## src/common/stsq_cfg.svh

```systemverilog
`ifndef STSQ_CFG_SVH
`define STSQ_CFG_SVH

// register byte offsets
`define STSQ_OFF_MAIN 12'h000
`define STSQ_OFF_SAMPLE 12'h004
`define STSQ_OFF_STATUS 12'h008
`define STSQ_OFF_RES_A 12'h00C
`define STSQ_OFF_RES_B 12'h010
`define STSQ_OFF_LIM0 12'h020
`define STSQ_NUM_LIM 7

// main_config_reg fields
`define STSQ_MAIN_START 0
`define STSQ_MAIN_SCAN 1

// selftest_sample_config fields
`define STSQ_LEN_C_LSB 24
`define STSQ_LEN_RC_LSB 16
`define STSQ_LEN_S_LSB 8
`define STSQ_EN_LSB 0
`define STSQ_SAMPLE_RST 32'h00000000

// status fields
`define STSQ_ST_DONE 0
`define STSQ_ST_FAULT 1
`define STSQ_ST_BUSY 2
`define STSQ_ST_FAIL_LSB 3

// limit register layout
`define STSQ_LIM_MASK 32'h0FFF0FFF

// last step index of each algorithm
`define STSQ_LAST_S 5'h02
`define STSQ_LAST_RC 5'h12
`define STSQ_LAST_C 5'h10

`endif

```

## src/common/stsq_pkg.sv

```systemverilog
package stsq_pkg;
    typedef enum logic [1:0] {
        STSQ_ALG_S, STSQ_ALG_RC, STSQ_ALG_C, STSQ_ALG_NONE
    } stsq_algo_t;
    typedef enum logic [1:0] {STSQ_IDLE, STSQ_SAMPLE, STSQ_CONV} stsq_state_t;
    typedef struct packed {
        stsq_algo_t algo;
        logic [4:0] step;
    } stsq_cmd_t;
    typedef struct packed {
        logic [11:0] value;
        logic [11:0] int_part;
        logic [11:0] fraction_part;
    } stsq_res_t;
    typedef struct packed {
        logic [11:0] high_limit;
        logic [11:0] low_limit;
    } stsq_lim_t;
endpackage

```

## src/stsq_watchdog.sv

```systemverilog
// range check of one test conversion against one limit pair, or two limit pairs for supply step 1
module stsq_watchdog
    import stsq_pkg::*;
(
    input wire stsq_res_t res,
    input wire stsq_lim_t lim_a,
    input wire stsq_lim_t lim_b,
    input wire logic is_s1,
    output logic fail
);
    logic [23:0] val;
    logic [23:0] hi;
    logic [23:0] lo;

    // supply step 1 compares integer then fraction as one wide number
    always_comb begin
        if (is_s1) begin
            val = {res.int_part, res.fraction_part};
            hi = {lim_a.high_limit, lim_b.high_limit};
            lo = {lim_a.low_limit, lim_b.low_limit};
        end else begin
            val = {12'h000, res.value};
            hi = {12'h000, lim_a.high_limit};
            lo = {12'h000, lim_a.low_limit};
        end
        fail = (val > hi) || (val < lo); // equal passes
    end
endmodule

```

## src/stsq_seq.sv

```systemverilog
// Notes on behaviour
// - supply test: bandgap/ref, supply/bandgap, ref/ref, three steps
// - supply steps run back to back, functional conversions held off
// - resistive test runs 19 steps, each a different DAC setting
// - capacitive test runs 17 steps, each a different capacitor setting
// - all test conversions use the dedicated test channel
// - enabled algorithms are scheduled from configuration bits
// - every result is range checked; any failure raises the fault line
// - each algorithm has its own sample length field, applied while running
// - sample phase lasts the programmed number of clock periods; a zero length still gives one period
// - seven limit registers, one per step group
// - supply step 1 result kept as integer and fraction parts
// - other results go to the test conversion value field
// - supply step 1 passes only inside both limits inclusive; code checks integer then fraction as one number against the joined limits
// - supply step 0 converts bandgap against the reference
// - setting the start bit begins testing, clearing it stops
// - done flag set per conversion, cleared by writing one
// - single shot and continuous scan modes
//
// Register access over APB and the address map were chosen for this implementation.
`include "stsq_cfg.svh"
module stsq_seq
    import stsq_pkg::*;
(
    input wire logic pclk,
    input wire logic presetn,
    input wire logic psel,
    input wire logic penable,
    input wire logic pwrite,
    input wire logic [11:0] paddr,
    input wire logic [31:0] pwdata,
    output logic [31:0] prdata,
    output logic pready,
    output logic pslverr,
    output stsq_cmd_t conv_cmd,
    output logic test_chan_sel,
    output logic sample_phase,
    output logic conv_go,
    output logic func_block,
    input wire logic res_valid,
    input wire stsq_res_t res,
    output logic fault_collector
);
    logic normal_conv_start;
    logic scan_mode;
    logic [31:0] selftest_sample_config;
    stsq_lim_t step_threshold_regs [`STSQ_NUM_LIM];
    logic [11:0] test_conv_value;
    logic [11:0] integer_part;
    logic [11:0] fraction_part;
    logic test_conv_done_flag;
    logic [2:0] fail_flags;
    stsq_state_t state;
    logic [7:0] cnt;
    logic wr;
    logic done_evt;
    logic wd_fail;
    logic [2:0] en;
    logic last;
    stsq_algo_t nxt;
    stsq_algo_t first;
    logic [2:0] ia;

    function automatic logic [4:0] last_step(stsq_algo_t a);
        if (a == STSQ_ALG_S) last_step = `STSQ_LAST_S;
        else if (a == STSQ_ALG_RC) last_step = `STSQ_LAST_RC;
        else last_step = `STSQ_LAST_C;
    endfunction

    // first enabled algorithm at or after position from
    function automatic stsq_algo_t pick(logic [2:0] e, logic [1:0] from);
        if (from == 2'h0 && e[0]) pick = STSQ_ALG_S;
        else if (from <= 2'h1 && e[1]) pick = STSQ_ALG_RC;
        else if (from <= 2'h2 && e[2]) pick = STSQ_ALG_C;
        else pick = STSQ_ALG_NONE;
    endfunction

    function automatic logic [7:0] samp_len(stsq_algo_t a, logic [31:0] c);
        if (a == STSQ_ALG_S) samp_len = c[`STSQ_LEN_S_LSB +: 8];
        else if (a == STSQ_ALG_RC) samp_len = c[`STSQ_LEN_RC_LSB +: 8];
        else samp_len = c[`STSQ_LEN_C_LSB +: 8];
    endfunction

    // limit register for a step; supply step 1 also uses index 2
    function automatic logic [2:0] lim_idx(stsq_algo_t a, logic [4:0] s);
        if (a == STSQ_ALG_S) lim_idx = (s == 5'h00) ? 3'h0 :
                                       (s == 5'h01) ? 3'h1 : 3'h3;
        else if (a == STSQ_ALG_RC) lim_idx = 3'h4;
        else lim_idx = (s == 5'h00) ? 3'h5 : 3'h6;
    endfunction

    assign wr = psel && penable && pready && pwrite;
    assign done_evt = (state == STSQ_CONV) && res_valid;
    assign en = selftest_sample_config[`STSQ_EN_LSB +: 3];
    assign last = conv_cmd.step == last_step(conv_cmd.algo);
    assign nxt = pick(en, 2'(conv_cmd.algo + 2'h1));
    assign first = pick(en, 2'h0);
    assign ia = lim_idx(conv_cmd.algo, conv_cmd.step);

    stsq_watchdog u_wd (
        .res(res),
        .lim_a(step_threshold_regs[ia]),
        .lim_b(step_threshold_regs[2]),
        .is_s1(conv_cmd.algo == STSQ_ALG_S && conv_cmd.step == 5'h01),
        .fail(wd_fail)
    );

    // apb answer: data captured in setup, ready in the access cycle
    always_ff @(posedge pclk or negedge presetn) begin
        if (!presetn) begin
            pready <= 1'b0;
            prdata <= 32'h00000000;
            pslverr <= 1'b0;
        end else begin
            pready <= psel && !penable;
            pslverr <= 1'b0;
            prdata <= 32'h00000000;
            if (psel && !penable) begin
                if (paddr == `STSQ_OFF_MAIN) begin
                    prdata <= {30'h0, scan_mode, normal_conv_start};
                end else if (paddr == `STSQ_OFF_SAMPLE) begin
                    prdata <= selftest_sample_config;
                end else if (paddr == `STSQ_OFF_STATUS) begin
                    prdata <= {26'h0, fail_flags, state != STSQ_IDLE,
                               fault_collector, test_conv_done_flag};
                end else if (paddr == `STSQ_OFF_RES_A) begin
                    prdata <= {20'h0, test_conv_value};
                end else if (paddr == `STSQ_OFF_RES_B) begin
                    prdata <= {4'h0, integer_part, 4'h0, fraction_part};
                end else if (paddr >= `STSQ_OFF_LIM0 && paddr[1:0] == 2'h0
                    && paddr < `STSQ_OFF_LIM0 + 12'h01C) begin
                    prdata <= {4'h0,
                        step_threshold_regs[3'(paddr[4:2])].high_limit,
                        4'h0, step_threshold_regs[3'(paddr[4:2])].low_limit};
                end else begin
                    pslverr <= 1'b1; // unmapped address
                end
            end
        end
    end

    // configuration and limit registers
    always_ff @(posedge pclk or negedge presetn) begin
        if (!presetn) begin
            selftest_sample_config <= `STSQ_SAMPLE_RST;
            scan_mode <= 1'b0;
            for (int i = 0; i < `STSQ_NUM_LIM; i++) begin
                step_threshold_regs[i] <= '0;
            end
        end else if (wr) begin
            if (paddr == `STSQ_OFF_SAMPLE) begin
                selftest_sample_config <= pwdata;
            end else if (paddr == `STSQ_OFF_MAIN) begin
                scan_mode <= pwdata[`STSQ_MAIN_SCAN];
            end else if (paddr >= `STSQ_OFF_LIM0 && paddr[1:0] == 2'h0
                && paddr < `STSQ_OFF_LIM0 + 12'h01C) begin
                // 12-bit halves only; other bits are dropped
                step_threshold_regs[3'(paddr[4:2])] <=
                    {pwdata[27:16], pwdata[11:0]};
            end
        end
    end

    // start bit: software sets and clears, single shot ends it itself
    always_ff @(posedge pclk or negedge presetn) begin
        if (!presetn) begin
            normal_conv_start <= 1'b0;
        end else if (wr && paddr == `STSQ_OFF_MAIN) begin
            normal_conv_start <= pwdata[`STSQ_MAIN_START];
        end else if (done_evt && last && nxt == STSQ_ALG_NONE
                     && !scan_mode) begin
            normal_conv_start <= 1'b0;
        end
    end

    // sticky flags: a new event beats a same-cycle clear
    always_ff @(posedge pclk or negedge presetn) begin
        if (!presetn) begin
            test_conv_done_flag <= 1'b0;
            fault_collector <= 1'b0;
            fail_flags <= 3'h0;
        end else begin
            if (done_evt) begin
                test_conv_done_flag <= 1'b1;
            end else if (wr && paddr == `STSQ_OFF_STATUS
                         && pwdata[`STSQ_ST_DONE]) begin
                test_conv_done_flag <= 1'b0;
            end
            if (done_evt && wd_fail) begin
                fault_collector <= 1'b1;
                fail_flags[conv_cmd.algo] <= 1'b1;
            end else if (wr && paddr == `STSQ_OFF_STATUS
                         && pwdata[`STSQ_ST_FAULT]) begin
                fault_collector <= 1'b0;
                fail_flags <= 3'h0;
            end
        end
    end

    // result capture; supply step 1 goes to the split register
    always_ff @(posedge pclk or negedge presetn) begin
        if (!presetn) begin
            test_conv_value <= 12'h000;
            integer_part <= 12'h000;
            fraction_part <= 12'h000;
        end else if (done_evt) begin
            if (conv_cmd.algo == STSQ_ALG_S && conv_cmd.step == 5'h01) begin
                integer_part <= res.int_part;
                fraction_part <= res.fraction_part;
            end else begin
                test_conv_value <= res.value;
            end
        end
    end

    // sequencer; a stop request waits for the end of a supply pass
    always_ff @(posedge pclk or negedge presetn) begin
        if (!presetn) begin
            state <= STSQ_IDLE;
            conv_cmd <= '{algo: STSQ_ALG_NONE, step: 5'h00};
            cnt <= 8'h00;
            sample_phase <= 1'b0;
            conv_go <= 1'b0;
            test_chan_sel <= 1'b0;
            func_block <= 1'b0;
        end else begin
            conv_go <= 1'b0;
            case (state)
                STSQ_IDLE: begin
                    if (normal_conv_start && first != STSQ_ALG_NONE) begin
                        state <= STSQ_SAMPLE;
                        conv_cmd <= '{algo: first, step: 5'h00};
                        cnt <= samp_len(first, selftest_sample_config);
                        sample_phase <= 1'b1;
                        test_chan_sel <= 1'b1;
                        func_block <= first == STSQ_ALG_S;
                    end
                end
                STSQ_SAMPLE: begin
                    // a zero length still samples one period
                    if (cnt <= 8'h01) begin
                        sample_phase <= 1'b0;
                        conv_go <= 1'b1;
                        state <= STSQ_CONV;
                    end else begin
                        cnt <= cnt - 8'h01;
                    end
                end
                STSQ_CONV: begin
                    if (res_valid) begin
                        if (!last && (normal_conv_start
                            || conv_cmd.algo == STSQ_ALG_S)) begin
                            // next step of this algorithm
                            state <= STSQ_SAMPLE;
                            conv_cmd.step <= conv_cmd.step + 5'h01;
                            cnt <= samp_len(conv_cmd.algo,
                                            selftest_sample_config);
                            sample_phase <= 1'b1;
                        end else if (last && normal_conv_start
                            && (nxt != STSQ_ALG_NONE
                                || (scan_mode && first != STSQ_ALG_NONE)))
                        begin
                            // next algorithm, or wrap in scan mode
                            state <= STSQ_SAMPLE;
                            conv_cmd.algo <= (nxt != STSQ_ALG_NONE) ? nxt
                                                                    : first;
                            conv_cmd.step <= 5'h00;
                            cnt <= samp_len((nxt != STSQ_ALG_NONE) ? nxt
                                : first, selftest_sample_config);
                            sample_phase <= 1'b1;
                            func_block <= ((nxt != STSQ_ALG_NONE) ? nxt
                                : first) == STSQ_ALG_S;
                        end else begin
                            state <= STSQ_IDLE;
                            conv_cmd <= '{algo: STSQ_ALG_NONE, step: 5'h00};
                            test_chan_sel <= 1'b0;
                            func_block <= 1'b0;
                        end
                    end
                end
                default: state <= STSQ_IDLE;
            endcase
        end
    end

    // helper: sample length seen at the start of each sample phase
    logic [7:0] h_len;
    logic [7:0] h_run;
    always_ff @(posedge pclk or negedge presetn) begin
        if (!presetn) begin
            h_len <= 8'h00;
            h_run <= 8'h00;
        end else if (!sample_phase) begin
            h_run <= 8'h00;
            // a scan wrap has no next algorithm and restarts at the first
            h_len <= (state == STSQ_CONV && !last) ? samp_len(conv_cmd.algo,
                selftest_sample_config) : samp_len((res_valid
                && nxt != STSQ_ALG_NONE) ? nxt : first,
                selftest_sample_config);
        end else begin
            h_run <= h_run + 8'h01;
        end
    end
endmodule

```

## config.mk

```make
export PLATFORM = sky130hd
export DESIGN_NAME = stsq_seq
export DESIGN_NICKNAME = d
export VERILOG_FILES = /design/src/common/stsq_pkg.sv /design/src/stsq_watchdog.sv /design/src/stsq_seq.sv
export VERILOG_INCLUDE_DIRS = /design/src /design/src/common
export SDC_FILE = /design/constraint.sdc
export NUM_CORES = 1
export LEC_CHECK = 0
export CAP_MARGIN = 20
export CORE_ASPECT_RATIO = 1.5
export CORE_MARGIN = 1.5
export CORE_UTILIZATION = 45
export DETAILED_ROUTE_END_ITERATION = 8
export DONT_BUFFER_PORTS = 1
export GPL_TIMING_DRIVEN = 0
export PLACE_DENSITY = 0.67
export SYNTH_ARGS = -nofsm -noshare
export SYNTH_HDL_FRONTEND = slang
export SYNTH_SLANG_ARGS = --single-unit
```

## constraint.sdc

```tcl
create_clock -name pclk -period 3.8 [get_ports pclk]
set_input_delay 0.38 -clock pclk [delete_from_list [all_inputs] [get_ports pclk]]
set_output_delay 0.38 -clock pclk [all_outputs]
set_load 0.02 [all_outputs]
```

=== After elaboration in Yosys (flattened, before gate mapping) ===
Cells that the tools add are included.

* Equality and inequality tests: 21
* Add/sub/neg operators: 3
* Multiplexer cells: 91
* Bitwise operators: 6
* Reduce and logical (&&, ||, !) cells: 57
* $lt $le $gt $ge: 12

{| class="wikitable"
|+ Operators with widths
! kind !! count
|-
| $mux W24 || 8
|-
| $bwmux W168 || 1
|-
| $bmux W24 S3 || 2
|-
| $mux W28 || 4
|-
| $mux W32 || 3
|-
| $mux W8 || 11
|-
| $demux W24 S3 || 1
|-
| $mux W1 || 31
|-
| $mux W2 || 15
|-
| $logic_and A1 B1 Y1 || 26
|-
| $eq A12 B4 Y1 const B || 2
|-
| $gt A24 B24 Y1 || 1
|-
| $lt A24 B24 Y1 || 1
|-
| $pmux W8 S3 || 1
|-
| $mux W7 || 3
|-
| $ne A2 B2 Y1 const B || 8
|-
| $reduce_and A5 Y1 || 3
|-
| $pmux W7 S2 || 1
|-
| $eq A12 B3 Y1 const B || 1
|-
| $eq A12 B5 Y1 const B || 1
|-
| $ge A12 B6 Y1 const B || 1
|-
| $logic_not A12 Y1 || 1
|-
| $logic_not A2 Y1 || 6
|-
| $lt A12 B6 Y1 const B || 1
|-
| 32 further kinds || 57
|}

* Bits of input ports: 86
* Word-level logic and storage cells: 224
* Flip-flop bits (word level): 298

=== Depth between registers and ports, before layout ===
Gate-level depths: netlist of the first run.

* Depth after elaboration: 15
* Depth in mapped cells: 21
* Mapped depth without buffers: 17

=== Modules after synthesis ===
A second synthesis of the first run with hierarchy kept.

* Cells, all modules: 1,544
* Area, all modules: 17,123.9 µm²

{| class="wikitable"
|+ By module, submodules not included
! module !! seq. area each (µm²) !! times used !! area each (µm²) !! cells each
|-
| stsq_seq || 7,459.7 || 1 || 15,549.9 || 1,348
|-
| stsq_watchdog || 0.0 || 1 || 1,574.0 || 196
|}

=== Worst setup path after synthesis of the first run ===
No wires, ideal clock.

* Path type: register -> register
* Start point: register conv_cmd[5] (netlist name)
* End point: register fail_flags[0]
* Data arrival time: 3,949 ps
* Stages on the path, launching flop included: 21
* Setup slack: -270 ps
* Setup time: 121 ps
* Clock period less this slack: 4,070 ps
* Cell sequence: dfstp_2 -> inv_1 -> ha_1 -> buf_2 -> inv_1 -> clkbuf_1 -> nor2_1 -> a21oi_1 -> buf_2 -> a211oi_1 -> a31oi_1 -> nor2_1 -> o31a_1 -> ha_1 -> and3_1 -> nand4_1 -> nor3_1 -> nand4_1 -> o22ai_1 -> o21ai_0 -> a22o_1

* Longest elaborated chain between the ends: 12
* Elaborated cells between the ends (all ways): 24
* Those cells by class: order compare: 4; eq/ne: 1; mux: 11; bitwise: 2; reduce/logical: 6

{| class="wikitable"
|+ RTL lines
! what !! RTL line !! source
|-
| from (decl) || stsq_seq.sv:35 || <nowiki>output stsq_cmd_t conv_cmd,</nowiki>
|-
| from (signal assigned) || stsq_seq.sv:220 || <nowiki>conv_cmd <= '{algo: STSQ_ALG_NONE, step: 5'h00};</nowiki>
|-
| from (signal assigned) || stsq_seq.sv:232 || <nowiki>conv_cmd <= '{algo: first, step: 5'h00};</nowiki>
|-
| from (signal assigned) || stsq_seq.sv:275 || <nowiki>conv_cmd <= '{algo: STSQ_ALG_NONE, step: 5'h00};</nowiki>
|-
| $eq A2 B1 Y1 || - ||
|-
| $mux W2 || stsq_seq.sv:88 || <nowiki>else if (a == STSQ_ALG_RC) lim_idx = 3'h4;</nowiki>
|-
| $mux W3 || stsq_seq.sv:86 || <nowiki>if (a == STSQ_ALG_S) lim_idx = (s == 5'h00) ? 3'h0 :</nowiki>
|-
| $not A3 Y4 (implied by the code) || stsq_seq.sv:102 || <nowiki>.lim_a(step_threshold_regs[ia]),</nowiki>
|-
| $bmux W24 S3 || stsq_seq.sv:102 ||
|-
| $mux W24 (implied by the code) (2 in series) || stsq_seq.sv:102 ||
|-
| $mux W24 || stsq_watchdog.sv:17 || <nowiki>if (is_s1) begin</nowiki>
|-
| $gt A24 B24 Y1 / $lt A24 B24 Y1 (equally long branches) || stsq_watchdog.sv:26 || <nowiki>fail = (val > hi) || (val < lo);</nowiki>
|-
| $logic_or A1 B1 Y1 || stsq_watchdog.sv:26 ||
|-
| $logic_and A1 B1 Y1 || stsq_seq.sv:189 || <nowiki>if (done_evt && wd_fail) begin</nowiki>
|-
| $mux W3 / $reduce_bool A2 Y1 (equally long branches) || - ||
|-
| to (signal assigned) || stsq_seq.sv:181 || <nowiki>fail_flags <= 3'h0;</nowiki>
|-
| to (signal, indexed assignment) || stsq_seq.sv:191 || <nowiki>fail_flags[conv_cmd.algo] <= 1'b1;</nowiki>
|-
| to (signal assigned) || stsq_seq.sv:195 || <nowiki>fail_flags <= 3'h0;</nowiki>
|-
| to (decl) || stsq_seq.sv:52 || <nowiki>logic [2:0] fail_flags;</nowiki>
|}

Several ways; a longest one is shown, not always the timed one. The select of a mux whose other input is x is not followed.
A chain may end at the register's enable or synchronous reset.

=== Worst setup path after layout of the first run ===
* Start point: register conv_cmd[5] (netlist name)
* End point: register fail_flags[2]

The elaborated chain is that of the path after synthesis.

==> flow_metrics.tcl, run 1 <==
set metrics [dict create \
    outcome "complete, but fails checks" \
    violations "negative hold slack, negative setup slack" \
    synth_area_leaders "dfrtp_1 43%, mux2_2 17%, mux2i_1 5.2%" \
    grt_pass1_wl_um 89800 \
    holdBufCountCts 69 \
    drc 0 \
    final_util_pct 54.4 \
    setup_viol 4 \
    wl_met1_um 21900 \
    path_common_cell "buf_6" \
    syn_area_mm2 0.0172 \
    path_class "reg2reg" \
    synth_commonest_cells "296 x dfrtp_1, 256 x mux2_2, 167 x nand2_1" \
    cts.sinks 298 \
    fin_skew_ns 0.0173 \
    power_density_mw_per_mm2 626 \
    drt_iter0_markers 1377 \
    synth_cells 1562 \
    fmax_ghz 0.234 \
    yosysWarnings 0 \
    dp.final_hpwl_um 43200 \
    start_kind "register" \
    clockBufferDepth 3 \
    cts_tree "yes" \
    wl_met2_um 29700 \
    cp_slowest_cell "dfstp_2" \
    die_h_um 242 \
    vias 13900 \
    wl_met3_um 3800 \
    place_congestion 0.996 \
    total_power_mw 12.8 \
    endpoint_kind "register" \
    hold_viol_final 296 \
    async_flop_share_pct 100 \
    layout_setup_ws_ns -0.473 \
    finalCritPeriodShare_pct 112 \
    ir_drop_v 0.000444 \
    seq_area_frac_synth_pct 43.5 \
    root_buffer "clkbuf_16" \
    routedWlPerCell_um 27.2 \
    clock_latency_ns 0.59 \
    slowest_delay_ns 0.66 \
    synth_ff_type "dfrtp_1" \
    cts_max_level 1 \
    critPathMaxFanout 10 \
    top_layer_used "met4" \
    drive_gt1_share_pct 29.6 \
    maxSlewViolCount 0 \
    area_growth_pct 19.1 \
    via_per_inst 6.28 \
    dieWidth_um 162 \
    path_cells "inv_2, ha_4, buf_6, a21oi_4, o22ai_4, buf_12, buf_4, buf_8, mux2i_1, nand2_1, o21ai_0, or2_2, ha_1, nand4_1, a21oi_1, o31ai_2, o211ai_1, o21ai_2, buf_6, o2111ai_4, a22o_1" \
    grt_max_degree 299 \
    yosysTopAreaCellShare_pct 43.1 \
    cap_violations 0 \
    required_ns 4.26 \
    syn_nets 1708 \
    ant_nets 0 \
    grt_usage_pct 30.4 \
    hold_class "in2async" \
    wl_um 60100 \
    synth_most_common_cell "dfrtp_1" \
    cp.arrival_ns 4.74 \
    synth_edf_count 0 \
    p_leak_nw 9.57 \
    grt_pass1_vias 14700 \
    synth_cell_types 68 \
    period_needed_ns 4.27 \
    slew_headroom_pct 20.5 \
    io_buffer_count 0 \
    clk_pin_slew_ns 0.07 \
    ys_ff_latch 298 \
    antenna_found_initial 3 \
    core.rowCount 87 \
    numCtsBuffers 29 \
    die_area_mm2 0.0394 \
    timing.hold.ws_ns -0.483 \
    io_pins 132 \
    grt_overflow_total 0 \
    grt_setup_unrepaired "yes" \
    initial_core_util_pct 45.7 \
    coreArea_mm2 0.0376 \
    dr.pass1.iters 5 \
    worstMarginPinSlew_ns 1.19 \
    fin_nets 1841 \
    synth.avg_cell_area_um2 11.0 \
    yosysTopAreaCell "dfrtp_1" \
]
critical path: cells and delay by family, from the launching register on:
kind	cells	cell delay (ns)
flip-flops	1	0.66
AND/OR/NAND/NOR	3	0.55
multiplexers	1	0.12
buffers and inverters	6	0.81
adder cells (fa/ha/maj)	2	0.45
AO/OA/AOI/OAI	9	1.54
cells by family (layout without fill, tap and decap cells):
family | Yosys count | count (layout) | share of synthesized area (%)
buffers and inverters | 133 | 288 | 3.33
adder cells (fa/ha/maj) | 60 | 60 | 4.37
XOR/XNOR | 7 | 7 | 0.357
other | 0 | 5 | 0
AND/OR/NAND/NOR | 387 | 387 | 10.6
multiplexers | 393 | 393 | 26.8
flip-flops | 298 | 298 | 43.5
AO/OA/AOI/OAI | 284 | 284 | 11.0
layer usage:
metal  up-vias  global-route usage (%)
met5         -                       0
met3       234                    4.23
met1      6992                    35.0
li1       6009                       -
met4         0                    21.4
met2       661                    51.8
layout by cell type (no fill, tap or decap), types with 44 or more instances in the layout:
cell / instances
mux2i_1: 89
nand2_1: 166
o21ai_0: 62
mux2_2: 255
dlygate4sd3_1: 69
nor2_1: 84
ha_1: 52
dfrtp_1: 294
a21oi_1: 44
clkbuf_1: 52
cell type report:
cell class	instances	area (um^2)
multi-input cells	1131	9570
fillers	3216	17100
clock inverters	9	108
well taps	489	612
repair buffers	102	1010
inverters	24	92.6
clock buffers	44	842
diodes	5	12.5
flip-flops and latches	298	7460
plain buffers	109	736
sequential cells by signal (all words and copies together), names as in the netlist:
register	flops
prdata	32
test_conv_done_flag	1
cnt	8
sample_phase	1
conv_go	1
test_conv_value	12
step_threshold_regs	168
fail_flags	3
pready	1
test_chan_sel	1
conv_cmd	7
state	2
normal_conv_start	1
fault_collector	1
fraction_part	12
func_block	1
selftest_sample_config	32
pslverr	1
integer_part	12
scan_mode	1
worst paths after layout:
| path | from | endpoint | slack, ns | cells after the start |
|---|---|---|---|---|
| min reg2reg | step_threshold_regs[129] | step_threshold_regs[129] | 0.51 | 1 |
| max reg2reg | conv_cmd[5] | fail_flags[2] | -0.47 | 21 |
| min | presetn | step_threshold_regs[148] | -0.48 | 0 |
| min in group pclk | pwdata[1] | fail_flags[1] | 0.04 | 2 |
| max | conv_cmd[5] | fail_flags[2] | -0.47 | 21 |
| max in group asynchronous | presetn | prdata[8] | 3.43 | 0 |
power by group:
| group | internal (mW) | switching [mW] |
|---|---|---|
| Clock | 1.66 | 1.30 |
| Combinational | 2.65 | 3.57 |
| Sequential | 3.39 | 0.221 |
| Total | 7.70 | 5.09 |
through the flow:
stage,hold slack (ns),worst slack [ns],cells,area (um^2),setup TNS (ns)
after floorplan,0.0844,0.0127,1562,17200,0
after global placement,0.103,-1.59,2051,17800,-6.26
after detailed placement,0.102,-1.65,2051,17800,-6.51
after CTS,-0.498,-0.407,2197,20200,-1.41
after global routing,-0.503,-0.614,2211,20400,-2.28
final,-0.483,-0.473,2211,20400,-1.71
repair_timing:
item | 4_1_cts | 5_1_grt
setup endpoints to repair | 4 | 4
pin swaps | 21 | 23
hold endpoints to repair | 528 | 298
gates resized for setup | 133 | 40
cloned | 2 | 1
buffers inserted | 22 | 9
Note: power is estimated with default switching activity, not from simulation.
==> run 2: changes to the inputs <==
--- a/config.mk
+++ b/config.mk
@@ -10,6 +10,7 @@
 export CORE_ASPECT_RATIO = 1.5
 export CORE_MARGIN = 1.5
 export CORE_UTILIZATION = 45
+export CTS_BUF_LIST = sky130_fd_sc_hd__clkbuf_8
 export DETAILED_ROUTE_END_ITERATION = 8
 export DONT_BUFFER_PORTS = 1
 export GPL_TIMING_DRIVEN = 0
==> flow_metrics.tcl, run 2 (synthesis gave the netlist of run 1 again) <==
set metrics [dict create \
    outcome "complete, but fails checks" \
    violations "negative hold slack, negative setup slack" \
    core.rowCount 87 \
    hold_class "in2async" \
    slew_headroom_pct 23.6 \
    ant_nets 0 \
    clockBufferDepth 3 \
    routedWlPerCell_um 26.9 \
    holdBufCountCts 68 \
    grt_pass1_wl_um 90300 \
    required_ns 4.32 \
    worstMarginPinSlew_ns 1.15 \
    layout_setup_ws_ns -0.501 \
    fin_setup_tns_ns -1.89 \
    via_per_inst 6.28 \
    numCtsBuffers 45 \
    clock_latency_ns 0.60 \
    timing.hold.ws_ns -0.486 \
    drt_iter0_markers 1247 \
    fin_nets 1846 \
    drc 0 \
    regMostFlops "step_threshold_regs" \
    maxSlewViolCount 0 \
    p_leak_nw 9.56 \
    cp_slowest_cell "dfstp_2" \
    dieWidth_um 162 \
    place_congestion 0.996 \
    coreArea_mm2 0.0376 \
    cts_tree "yes" \
    period_needed_ns 4.30 \
    io_pins 132 \
    wl_um 59700 \
    grt_max_degree 299 \
    dr.pass1.iters 8 \
    final_cell_mix "293 x dfrtp_1, 255 x mux2_2, 167 x nand2_1, 89 x mux2i_1, 84 x nor2_1" \
    grt_pass1_vias 14900 \
    die_area_mm2 0.0394 \
    area_growth_pct 18.0 \
    ir_drop_v 0.000422 \
    final_common_cell "dfrtp_1" \
    fmax_ghz 0.233 \
    grtUsageMet3_pct 5.24 \
    io_buffer_count 0 \
    setup_viol 4 \
    grt_usage_pct 30.7 \
    hold_viol_final 296 \
    initial_core_util_pct 45.7 \
    vias 13900 \
    grt_setup_unrepaired "yes" \
    critPathMaxFanout 10 \
    die_h_um 242 \
    clk_pin_slew_ns 0.07 \
    drive_gt1_share_pct 29.6 \
    slowest_delay_ns 0.66 \
    cp.arrival_ns 4.82 \
    path_class "reg2reg" \
    cts.sinks 298 \
    pre_cts_ws_ns -1.65 \
    grt.met1_usage_pct 34.8 \
    antenna_found_initial 4 \
    fillers 3228 \
    grt_most_used_layer "met2" \
    start_kind "register" \
    cap_violations 0 \
    grt_overflow_total 0 \
    dp.final_hpwl_um 43200 \
    power_density_mw_per_mm2 605 \
    largest_reg_flops 168 \
    path_cells "inv_2, ha_4, buf_6, a21oi_4, nor2_2, a21oi_4, buf_12, clkbuf_8, a211oi_1, a31oi_2, nor2_1, o31a_1, ha_1, a21oi_1, nand2_1, a221oi_2, o31a_1, nand3_2, o2111ai_4, a22o_1" \
    fin_skew_ns 0.0249 \
    top_regs "step_threshold_regs: 168 flops, prdata: 32 flops, selftest_sample_config: 32 flops" \
    finalCritPeriodShare_pct 113 \
    cts_max_level 2 \
    endpoint_kind "register" \
    grt_use_met2_pct 51.1 \
    root_buffer "clkbuf_8" \
]
-- run 2: cell count changes in the layout (fill, tap and decap cells not counted), sizes merged, moves of 2 or more --
cell	before	now
buf	80	71
diode	5	3
inv	25	36
clkbuf	106	116
clkinvlp	2	0
-- run 2: stage by stage --
step           util, %  instances  total power, mW  area, um^2  hold slack, ns
2_1_floorplan        -       1562             6.55       17200          0.0844
3_3_place_gp      47.4       2051             7.95       17800           0.103
3_5_place_dp      47.4       2051             8.02       17800           0.102
4_1_cts           53.5       2212             11.9       20100          -0.521
5_1_grt           53.9       2220             12.8       20300          -0.513
6_report          53.9       2220             12.3       20300          -0.486
-- run 2: final cells by class --
cell class | count | area (um^2) | share of cell area [%]
Tap cell | 489 | 612 | 3.02
Clock buffer | 56 | 771 | 3.80
Clock inverter | 19 | 160 | 0.791
Antenna cell | 3 | 7.51 | 0.0371
Timing Repair Buffer | 91 | 925 | 4.56
Buffer | 109 | 701 | 3.46
Multi-Input combinational cell | 1131 | 9530 | 47.0
Sequential cell | 298 | 7460 | 36.8
Inverter | 24 | 92.6 | 0.457
-- run 2: critical path, delay by kind of cell (launching register included) --
kind	cells	cell delay, ns
compound gates	10	2.08
flops	1	0.66
buf+inv	4	0.56
fa+ha+maj	2	0.49
simple gates	4	0.44
-- run 2: what timing repair did --
item	in CTS	in global routing
resized for setup	120	34
pin swaps	21	21
setup endpoints to repair	4	4
cloned	2	0
setup buffers	16	5
hold endpoints to repair	528	298
-- run 2: report_power, final --
part,leakage [nW],switching [mW],internal (mW),total (mW)
Combinational,4.95,3.42,2.40,5.83
Clock,0.524,1.29,1.52,2.82
Sequential,4.09,0.216,3.39,3.61
-- run 2: final timing paths --
kind / from / end / slack, ns / cells past startpoint
min in group pclk: pwdata[1] / fail_flags[1] / 0.03 / 2
max: conv_cmd[5] / fail_flags[0] / -0.50 / 20
max reg2reg: conv_cmd[5] / fail_flags[0] / -0.50 / 20
min reg2reg: test_conv_done_flag / test_conv_done_flag / 0.50 / 1
min: presetn / step_threshold_regs[149] / -0.49 / 0
max in group asynchronous: presetn / step_threshold_regs[165] / 3.55 / 0
-- run 2: layer usage --
layer  up-vias  routed length [um]
met5         -                  27
met4         4                4980
met3       254                4010
met2       646               29200
met1      7005               21500
li1       6032                   -
